[config.mk]
export PLATFORM = sky130hd
export DESIGN_NAME = multiply_accumulate_unit
export DESIGN_NICKNAME = d
export VERILOG_FILES = /design/src/verilog/mac_pkg.sv /design/src/verilog/mac_multiplier.sv /design/src/verilog/multiply_accumulate_unit.sv
export SDC_FILE = /design/constraint.sdc
export NUM_CORES = 2
export LEC_CHECK = 0
export CORE_MARGIN = 5
export CORE_UTILIZATION = 60
export CTS_BUF_LIST = sky130_fd_sc_hd__clkbuf_8 sky130_fd_sc_hd__clkbuf_16
export CTS_CLUSTER_DIAMETER = 40
export CTS_CLUSTER_SIZE = 25
export DETAILED_ROUTE_END_ITERATION = 10
export DONT_BUFFER_PORTS = 1
export PLACE_DENSITY = 0.83
export SETUP_SLACK_MARGIN = 0.5
export SYNTH_ARGS = -nofsm -noshare
export SYNTH_HDL_FRONTEND = slang
export SYNTH_SLANG_ARGS = --single-unit
[constraint.sdc]
create_clock -name ref_clk -period 14.2 [get_ports ref_clk]
set_input_delay 1.42 -clock ref_clk [delete_from_list [all_inputs] [get_ports ref_clk]]
set_output_delay 1.42 -clock ref_clk [all_outputs]
set_load 0.03 [all_outputs]
[src/verilog/mac_pkg.sv]
`default_nettype none
package mac_pkg;
  // operand and accumulator widths
  localparam int OPERAND_W = 32;
  localparam int ACC_W = 64;
  localparam int GPR_IDX_W = 5;
  // accumulator field positions: upper half, bottom half
  localparam int UPPER_MSB = 63;
  localparam int UPPER_LSB = 32;
  localparam int BOTTOM_MSB = 31;
  localparam int BOTTOM_LSB = 0;
  // reset values
  localparam logic [31:0] UPPER_RESET = 32'h0000_0000;
  localparam logic [31:0] BOTTOM_RESET = 32'h0000_0000;
  localparam logic [31:0] GPR_DATA_RESET = 32'h0000_0000;
  localparam logic [4:0] GPR_IDX_RESET = 5'h00;
  // cycles from a taken operation to its visible result
  localparam int RESULT_LATENCY = 1;

  // operation codes issued by the pipeline
  typedef enum logic [2:0] {
    OP_IDLE = 3'h0,
    OP_MULTIPLY = 3'h1,
    OP_MULTIPLY_ADD = 3'h3,
    OP_MULTIPLY_SUBTRACT = 3'h2,
    OP_PRODUCT_TO_GPR = 3'h6,
    OP_MOVE_FROM_UPPER = 3'h7,
    OP_MOVE_FROM_BOTTOM = 3'h5
  } mac_op_e;
endpackage
`default_nettype wire

[src/verilog/mac_multiplier.sv]
`timescale 1ns/1ns
`default_nettype none
module mac_multiplier
  import mac_pkg::*;
(
  input wire logic [31:0] factor_a, // first operand
  input wire logic [31:0] factor_b, // second operand
  input wire logic is_signed, // two's complement operands when high
  output logic [63:0] product // full 64-bit product
);
  logic [65:0] ext_a;
  logic [65:0] ext_b;
  logic signed [65:0] wide;

  ////////////////////////////////////////////////////////////////////////////
  // sign or zero extension lets one signed multiplier serve both forms
  always_comb begin
    ext_a = {{34{is_signed & factor_a[31]}}, factor_a};
    ext_b = {{34{is_signed & factor_b[31]}}, factor_b};
    wide = $signed(ext_a) * $signed(ext_b);
    product = wide[63:0];
  end
endmodule
`default_nettype wire

[src/verilog/multiply_accumulate_unit.sv]
`timescale 1ns/1ns
`default_nettype none
// What this block does
// - multiply results land in upper/bottom pair
// - move ops copy selected half to register
// - product_to_gpr_op writes low product directly
// - multiply_add adds product into pair
// - multiply_subtract subtracts product from pair
module multiply_accumulate_unit
  import mac_pkg::*;
(
  input wire logic ref_clk, // core clock, 100 MHz
  input wire logic reset, // synchronous, active high
  input wire logic op_valid, // operation issued this cycle
  input wire logic [2:0] op_code, // mac_op_e encoding
  input wire logic is_signed, // signed multiply when high
  input wire logic [31:0] operand_a, // first source value
  input wire logic [31:0] operand_b, // second source value
  input wire logic [4:0] dest_idx, // destination register index
  output logic gpr_we, // register file write strobe
  output logic [4:0] gpr_idx, // register file write index
  output logic [31:0] gpr_data, // register file write data
  output logic [31:0] upper_product_reg, // accumulator bits 63..32
  output logic [31:0] bottom_product_reg // accumulator bits 31..0
);
  ////////////////////////////////////////////////////////////////////////////
  // state
  typedef struct packed {
    logic [63:0] acc;
    logic gpr_we;
    logic [4:0] gpr_idx;
    logic [31:0] gpr_data;
  } mac_state_s;

  mac_state_s state_r;
  mac_state_s state_nxt;
  logic [63:0] product;
  mac_op_e op;

  // full-width product of the two operands
  mac_multiplier u_multiplier (
    .factor_a(operand_a),
    .factor_b(operand_b),
    .is_signed(is_signed),
    .product(product)
  );

  // narrow the pair in one place so slices stay consistent
  // a change of pair layout is then one edit, not five
  function automatic logic [31:0] upper_of(input logic [63:0] v);
    upper_of = v[UPPER_MSB:UPPER_LSB];
  endfunction

  function automatic logic [31:0] bottom_of(input logic [63:0] v);
    bottom_of = v[BOTTOM_MSB:BOTTOM_LSB];
  endfunction

  ////////////////////////////////////////////////////////////////////////////
  // next state; unknown codes act as idle so stray issue is harmless
  always_comb begin
    op = mac_op_e'(op_code);
    state_nxt = state_r;
    // strobe cleared first so only decoded writes raise it
    state_nxt.gpr_we = 1'b0;
    if (op_valid) begin
      case (op)
        OP_MULTIPLY: begin
          state_nxt.acc = product;
        end
        OP_MULTIPLY_ADD: begin
          // sums wrap modulo 2^64; the pair has no overflow flag
          state_nxt.acc = state_r.acc + product;
        end
        OP_MULTIPLY_SUBTRACT: begin
          // borrow wraps the same way; no saturation
          state_nxt.acc = state_r.acc - product;
        end
        OP_PRODUCT_TO_GPR: begin
          // pair kept intact so an accumulation in flight survives
          state_nxt.gpr_we = 1'b1;
          state_nxt.gpr_idx = dest_idx;
          state_nxt.gpr_data = bottom_of(product);
        end
        OP_MOVE_FROM_UPPER: begin
          state_nxt.gpr_we = 1'b1;
          state_nxt.gpr_idx = dest_idx;
          state_nxt.gpr_data = upper_of(state_r.acc);
        end
        OP_MOVE_FROM_BOTTOM: begin
          state_nxt.gpr_we = 1'b1;
          state_nxt.gpr_idx = dest_idx;
          state_nxt.gpr_data = bottom_of(state_r.acc);
        end
        default: begin
          state_nxt.gpr_we = 1'b0;
        end
      endcase
    end
  end

  // single register stage for all state
  // synchronous reset: the pair starts from zero after release
  always_ff @(posedge ref_clk) begin
    if (reset) begin
      state_r.acc <= {UPPER_RESET, BOTTOM_RESET};
      state_r.gpr_we <= 1'b0;
      state_r.gpr_idx <= GPR_IDX_RESET;
      state_r.gpr_data <= GPR_DATA_RESET;
    end else begin
      state_r <= state_nxt;
    end
  end

  // outputs straight from flip-flops
  assign gpr_we = state_r.gpr_we;
  assign gpr_idx = state_r.gpr_idx;
  assign gpr_data = state_r.gpr_data;
  assign upper_product_reg = upper_of(state_r.acc);
  assign bottom_product_reg = bottom_of(state_r.acc);

  ////////////////////////////////////////////////////////////////////////////
  // checks
  // every issue-triggered property looks one edge after the issue, to match the single
  // register stage; a deeper multiplier would shift them all
  // both halves read as one value, the way the pipeline sees the pair
  logic [63:0] pair_now;
  assign pair_now = {upper_product_reg, bottom_product_reg};

  chk_mult_into_pair: assert property (
    @(posedge ref_clk) disable iff (reset)
    (op_valid && op_code == OP_MULTIPLY) |=>
      (pair_now == $past(product)) && !gpr_we)
    else $error("multiply did not load the pair");

  chk_move_upper: assert property (
    @(posedge ref_clk) disable iff (reset)
    (op_valid && op_code == OP_MOVE_FROM_UPPER) |=>
      gpr_we && gpr_idx == $past(dest_idx) &&
      gpr_data == $past(upper_product_reg))
    else $error("move from upper wrote wrong value");

  chk_move_bottom: assert property (
    @(posedge ref_clk) disable iff (reset)
    (op_valid && op_code == OP_MOVE_FROM_BOTTOM) |=>
      gpr_we && gpr_idx == $past(dest_idx) &&
      gpr_data == $past(bottom_product_reg))
    else $error("move from bottom wrote wrong value");

  chk_direct_product: assert property (
    @(posedge ref_clk) disable iff (reset)
    (op_valid && op_code == OP_PRODUCT_TO_GPR) |=>
      gpr_we && gpr_idx == $past(dest_idx) &&
      gpr_data == $past(product[31:0]) && $stable(pair_now))
    else $error("direct product write wrong");

  chk_acc_add_sum: assert property (
    @(posedge ref_clk) disable iff (reset)
    (op_valid && op_code == OP_MULTIPLY_ADD) |=>
      pair_now == $past(pair_now) + $past(product))
    else $error("multiply add sum wrong");

  chk_acc_sub_diff: assert property (
    @(posedge ref_clk) disable iff (reset)
    (op_valid && op_code == OP_MULTIPLY_SUBTRACT) |=>
      pair_now == $past(pair_now) - $past(product))
    else $error("multiply subtract difference wrong");

  chk_pair_halves: assert property (
    @(posedge ref_clk) disable iff (reset)
    (op_valid && op_code == OP_MULTIPLY) |=>
      upper_product_reg == $past(product[63:32]) &&
      bottom_product_reg == $past(product[31:0]))
    else $error("pair halves misplaced");

  chk_idle_holds: assert property (
    @(posedge ref_clk) disable iff (reset)
    !op_valid |=> !gpr_we && $stable(pair_now))
    else $error("idle cycle changed state");

  chk_write_pulse: assert property (
    @(posedge ref_clk) disable iff (reset)
    gpr_we && !$past(op_valid) |-> 1'b0)
    else $error("write strobe without issue");

  // reset returns every output to its idle value one edge later
  chk_reset_clears: assert property (
    @(posedge ref_clk)
    reset |=> !gpr_we && gpr_idx == GPR_IDX_RESET &&
      gpr_data == GPR_DATA_RESET &&
      pair_now == {UPPER_RESET, BOTTOM_RESET})
    else $error("reset left state behind");

  // codes outside the table, idle included, must leave no trace
  chk_unknown_ignored: assert property (
    @(posedge ref_clk) disable iff (reset)
    (op_valid && !(op_code inside {OP_MULTIPLY, OP_MULTIPLY_ADD,
      OP_MULTIPLY_SUBTRACT, OP_PRODUCT_TO_GPR, OP_MOVE_FROM_UPPER,
      OP_MOVE_FROM_BOTTOM})) |=> !gpr_we && $stable(pair_now))
    else $error("unknown code changed state");

  // a move only reads the pair
  chk_moves_keep_pair: assert property (
    @(posedge ref_clk) disable iff (reset)
    (op_valid && (op_code == OP_MOVE_FROM_UPPER ||
      op_code == OP_MOVE_FROM_BOTTOM)) |=> $stable(pair_now))
    else $error("move disturbed the pair");

  // accumulating forms never touch the register file
  chk_accum_no_write: assert property (
    @(posedge ref_clk) disable iff (reset)
    (op_valid && (op_code == OP_MULTIPLY_ADD ||
      op_code == OP_MULTIPLY_SUBTRACT)) |=> !gpr_we)
    else $error("accumulate wrote the register file");

  // index and data only move with a strobe; a reset edge may clear them
  chk_write_data_holds: assert property (
    @(posedge ref_clk) disable iff (reset)
    !gpr_we && !$past(reset) |-> $stable(gpr_idx) && $stable(gpr_data))
    else $error("write fields changed without strobe");
endmodule
`default_nettype wire

# After elaboration in Yosys (flattened, before gate mapping)

Cells that the tools add are included.

$add $sub $neg: 2
Multiply operators: 1
Equality and inequality tests: 6
Multiplexer cells: 3
Bitwise operators: 3
Reduce and logical (&&, ||, !) cells: 6

Operator list:

| kind               | count |
|---|---|
| $pmux 64 s3        | 1 |
| $pmux 37 s3        | 1 |
| $add 64x64->64     | 1 |
| $mul 33x33->64     | 1 |
| $sub 64x64->64     | 1 |
| $eq 3x3->1 const B | 3 |
| $eq 3x2->1 const B | 2 |
| $reduce_bool 3->1  | 2 |
| $reduce_and 2->1   | 2 |
| $eq 3x1->1 const B | 1 |
| $reduce_or 3->1    | 1 |
| $and 1x1->1        | 2 |
| $reduce_or 2->1    | 1 |
| $mux 1             | 1 |
| $not 1->1          | 1 |

Register bits: 102
Bits of input ports: 76
Output and inout bits: 102
Word-level logic and storage cells: 25

# Logic depth before layout (Yosys ltp)

Depth after elaboration: 4
Gate-level depth with buffers: 47
Depth with buffers taken out: 43

# Cells and area by module

A second synthesis with hierarchy kept.

Cell total of the unflattened synthesis: 5451
Area total of the unflattened synthesis: 47672.0 um^2

By module, submodules not included:

| module                   | instances | cells each | area each (um^2) | seq. area each (um^2) |
|---|---|---|---|---|
| mac_multiplier           | 1         | 4165       | 37920.1          | 0.0 |
| multiply_accumulate_unit | 1         | 1286       | 9751.9           | 2042.0 |

# Worst setup path before layout

Ideal clock, no wire load.

Path type: input port to flip-flop
Start: input port operand_b[7]
End: register state_r (netlist bit pair_now[63])
Setup time: 131 ps
Arrival time: 11405 ps
Required time: 14069 ps
Slack: 2664 ps
Cell stages on the path: 41
Path buffers: 4
Cell sequence: clkbuf_1 > clkbuf_1 > nand2_1 > fa_1 > inv_1 > fa_1 > fa_1 > inv_1 > fa_1 > inv_1 > fa_1 > fa_1 > fa_1 > inv_1 > fa_1 > inv_1 > ha_1 > buf_4 > [5 not listed] > nand3_4 > nor3_1 > nand2_1 > o21ai_0 > xor2_1 > ha_1 > clkbuf_1 > a21o_1 > a21o_1 > and3_1 > o32ai_1 > o21ai_0 > o31a_1 > o32ai_2 > xnor3_1 > or2_0 > mux2i_1 > o41ai_2

Cells in the longest elaborated chain, start to end: 3
Elaborated cells between the ends (all ways): 4
Those cells by class: 2 x add/sub; 1 x mul; 1 x mux

RTL lines:

| item                                                    | line                                                           | source |
|---|---|---|
| from (decl)                                             | multiply_accumulate_unit.sv:18                                 | `input wire logic [31:0] operand_b,` |
| $mul 33x33->64 *                                        | mac_multiplier.sv:20                                           | `wide = $signed(ext_a) * $signed(ext_b);` |
| $sub 64x64->64 / $add 64x64->64 (equally long branches) | multiply_accumulate_unit.sv:76, multiply_accumulate_unit.sv:72 |  |
| $pmux 64 s3 *                                           | multiply_accumulate_unit.sv:66                                 | `case (op)` |
| to (signal assigned)                                    | multiply_accumulate_unit.sv:110                                | `state_r <= state_nxt;` |
| to (decl)                                               | multiply_accumulate_unit.sv:35                                 | `mac_state_s state_r;` |

Mark *: on every way between the ends. The rest lies on a longest branch, timed or not.
A chain may end at the register's enable or synchronous reset.

# Worst setup path after layout

Start: input port operand_a[31]
End: register state_r (netlist bit pair_now[63])

Cells in the longest elaborated chain, start to end: 4
Elaborated cells between the ends (all ways): 5
Those cells by class: 2 x add/sub; 1 x mul; 1 x mux; 1 x bitwise

RTL lines:

| item                                                    | line                                                           | source |
|---|---|---|
| from (decl)                                             | multiply_accumulate_unit.sv:17                                 | `input wire logic [31:0] operand_a,` |
| $and 1x1->1                                             | mac_multiplier.sv:18                                           | `ext_a = {{34{is_signed & factor_a[31]}}, factor_a};` |
| $mul 33x33->64 *                                        | mac_multiplier.sv:20                                           |  |
| $sub 64x64->64 / $add 64x64->64 (equally long branches) | multiply_accumulate_unit.sv:76, multiply_accumulate_unit.sv:72 |  |
| $pmux 64 s3 *                                           | multiply_accumulate_unit.sv:66                                 |  |

Marks and branches as above.

==> flow_summary.ini <==
[setup_path]
critPathBufInv = 5
critPathKind = primary input to flip-flop
cp-start-kind = primary input
r2r_setup_slack_ns = 9.30
endpoint_kind = flip-flop
cp.required_ns = 14.44
reg2reg_from = pair_now[0]$_SDFFE_PP0P_
reg2reg_depth = 16
cp_common_cell = fa_1
crit_family = adder cells
rr_endpoint = pair_now[42]$_SDFFE_PP0P_
arrival_ns = 13.04
path_max_fanout = 53
cpMaxStageDelayCell = and2_1
max_stage_delay_ns = 0.61

[global_routing]
grt_pass1_wl_mm = 227
antenna_found_initial = 1
grt_usage_pct = 32.8
grt_overflow_total = 0
grt_max_degree = 104
grt_pass1_vias = 43200

[final_layout]
area_delta_synth_final_pct = 0.967
num-fill-cells = 6752
final_cell_mix = fa_1 (1,126), inv_1 (1,105), nand2_1 (926)
multi_input_area_um2 = 41500
drive_above_1_share_pct = 2.32
final_nets = 6859
final_common_cell = fa_1
regArea_um2 = 2040

[timing]
worst_pin_slew_ns = 1.04
hold_violations = 0
tns_ns = 0
rsz0062_at_grt = false
relSlewSlack_pct = 30.3
finalCritPeriodShare_pct = 90.1
fmax_mhz = 78.1
setup_violations = 0
maxSlewViolCount = 0
period_needed_ns = 12.80
finClkSkew_ns = 0.0241

[hold_path]
min-delay-start = gpr_data[18]$_SDFFE_PP0P_
hp-class = flip-flop to flip-flop
hold_end = gpr_data[18]$_SDFFE_PP0P_
hold_path_depth = 2

[detailed_routing]
ant_nets = 0
vias_per_cell = 6.11
route.met3.wl_mm = 13.4
m1WireLength_mm = 50.6
highest-signal-layer = met5
wl_per_cell_um = 21.7
vias = 39400
drc = 0
dr.pass1.iters = 8
wl_met2_mm = 67.2
dr.first_iter.drc_count = 3601
wirelength_mm = 140

[yosys]
async_reset_ff_share_pct = 0
ys_ff_latch = 102
ys.flop_type = dfxtp_1
syn_area_um2 = 48900
synth_edf_count = 0
syn_inst = 5687
synth-seq-area-share_pct = 4.17
avgSynthCellArea_um2 = 8.60
synth_fp_nets = 7165
yosysUniqueCellTypes = 108
yosys_warnings = 0

[flow_run]
cap_violations = 0

[placement]
gp_congestion = 0.979
dp_hpwl_mm = 111
port_buffers = 0

[floorplanning]
ioPinCount = 178
dieWidth_um = 296
die_area_um2 = 87400
initial_utilization_pct = 60.7
dieHeight_um = 296
core_region_area_um2 = 80700
fp-row-count = 104

[clock_tree]
cts_tree = built
cts.path.max_buffers = 2
clock_sinks = 102
holdBufCountCts = 0
post_cts.repair.setup_buffers = 0
cts.reportedPaths.clkPinSlew_ns = 0.08
root_buffer = clkbuf_16
cts_resized = 0
clkLatencyLatePin_ns = 0.39
cts_buffers = 9
cts-htree-levels = 3

[outcome]
status = complete, no violations
-- worst reg2reg max path: cells and delay by family (launching register included) --
family | cells | cell delay, ns
flops | 1 | 0.44
buf+inv | 2 | 0.21
simple gates | 3 | 0.91
xor+xnor | 1 | 0.16
compound gates | 8 | 2.45
fa+ha+maj | 2 | 0.63
-- logic make-up (layout without fill, tap and decap cells) --
| group | Yosys count | after routing | synth area share, % |
|---|---|---|---|
| AO/OA/AOI/OAI | 702 | 702 | 9.72 |
| buffers and inverters | 1435 | 1134 | 11.1 |
| other | 0 | 2 | 0 |
| multiplexers | 41 | 41 | 0.851 |
| flip-flops | 102 | 102 | 4.17 |
| adder cells (fa/ha/maj) | 1402 | 1402 | 53.1 |
| AND/OR/NAND/NOR | 1829 | 1829 | 17.8 |
| XOR/XNOR | 176 | 176 | 3.21 |
-- cell usage after synthesis, drive strengths merged (27+ instances only) --
master / n / area, um2
a21o: 65 / 488
and3: 38 / 253
ha: 276 / 3450
nand3: 43 / 228
xor2: 59 / 517
buf: 27 / 155
and2: 380 / 2380
mux2i: 36 / 360
inv: 1105 / 4150
nand4: 32 / 206
a21oi: 212 / 1130
clkbuf: 303 / 1140
nor3: 54 / 285
a211oi: 51 / 410
o211ai: 51 / 393
xnor2: 116 / 1030
nor2: 226 / 851
nand2: 928 / 3490
fa: 1126 / 22500
dfxtp: 102 / 2040
o21ai: 132 / 683
-- metal layers --
| layer | global-route usage (%) | vias up |
|---|---|---|
| met5 | 0 | - |
| met4 | 16.5 | 2 |
| met3 | 6.33 | 626 |
| met2 | 55.5 | 2247 |
| met1 | 40.6 | 19800 |
| li1 | - | 16800 |
-- layout make-up --
cell class | instances | area share (%)
clock inverters | 7 | 0.165
repair buffers | 13 | 0.198
diodes | 2 | 0.0101
flip-flops and latches | 102 | 4.13
clock buffers | 9 | 0.456
inverters | 1105 | 8.39
multi-input cells | 4150 | 84.0
well taps | 1060 | 2.68
-- stage by stage --
step / std cells / hold WS, ns / setup WS [ns] / utilization, % / area [um2]
2_1_floorplan: 5687 / 0.583 / 2.66 / - / 48900
3_3_place_gp: 6430 / 0.595 / 1.45 / 60.9 / 49100
3_5_place_dp: 6430 / 0.599 / 1.31 / 60.9 / 49100
4_1_cts: 6446 / 0.610 / 1.66 / 61.2 / 49400
5_1_grt: 6446 / 0.634 / 0.885 / 61.2 / 49400
6_report: 6448 / 0.611 / 1.40 / 61.2 / 49400
-- flip-flops by register name, indices dropped and copies added (netlist names) --
name	cells
pair_now	64
gpr_data	32
gpr_idx	5
gpr_we	1
-- worst max-delay path by stage --
stage / from / to / slack, ns / cells past startpoint
finish: operand_a[31] / pair_now[63]$_SDFFE_PP0P_ / 1.40 / 39
detailed placement: operand_a[31] / pair_now[63]$_SDFFE_PP0P_ / 1.31 / 39
CTS: operand_a[31] / pair_now[63]$_SDFFE_PP0P_ / 1.66 / 39
global placement: operand_a[31] / pair_now[63]$_SDFFE_PP0P_ / 1.45 / 39
floorplan: operand_b[7] / pair_now[63]$_SDFFE_PP0P_ / 2.66 / 41
global route: operand_a[31] / pair_now[63]$_SDFFE_PP0P_ / 0.88 / 39
Power is left out: the tool's default activity adds up to more than one toggle a clock period on the data nets, which glitch-free logic cannot reach.
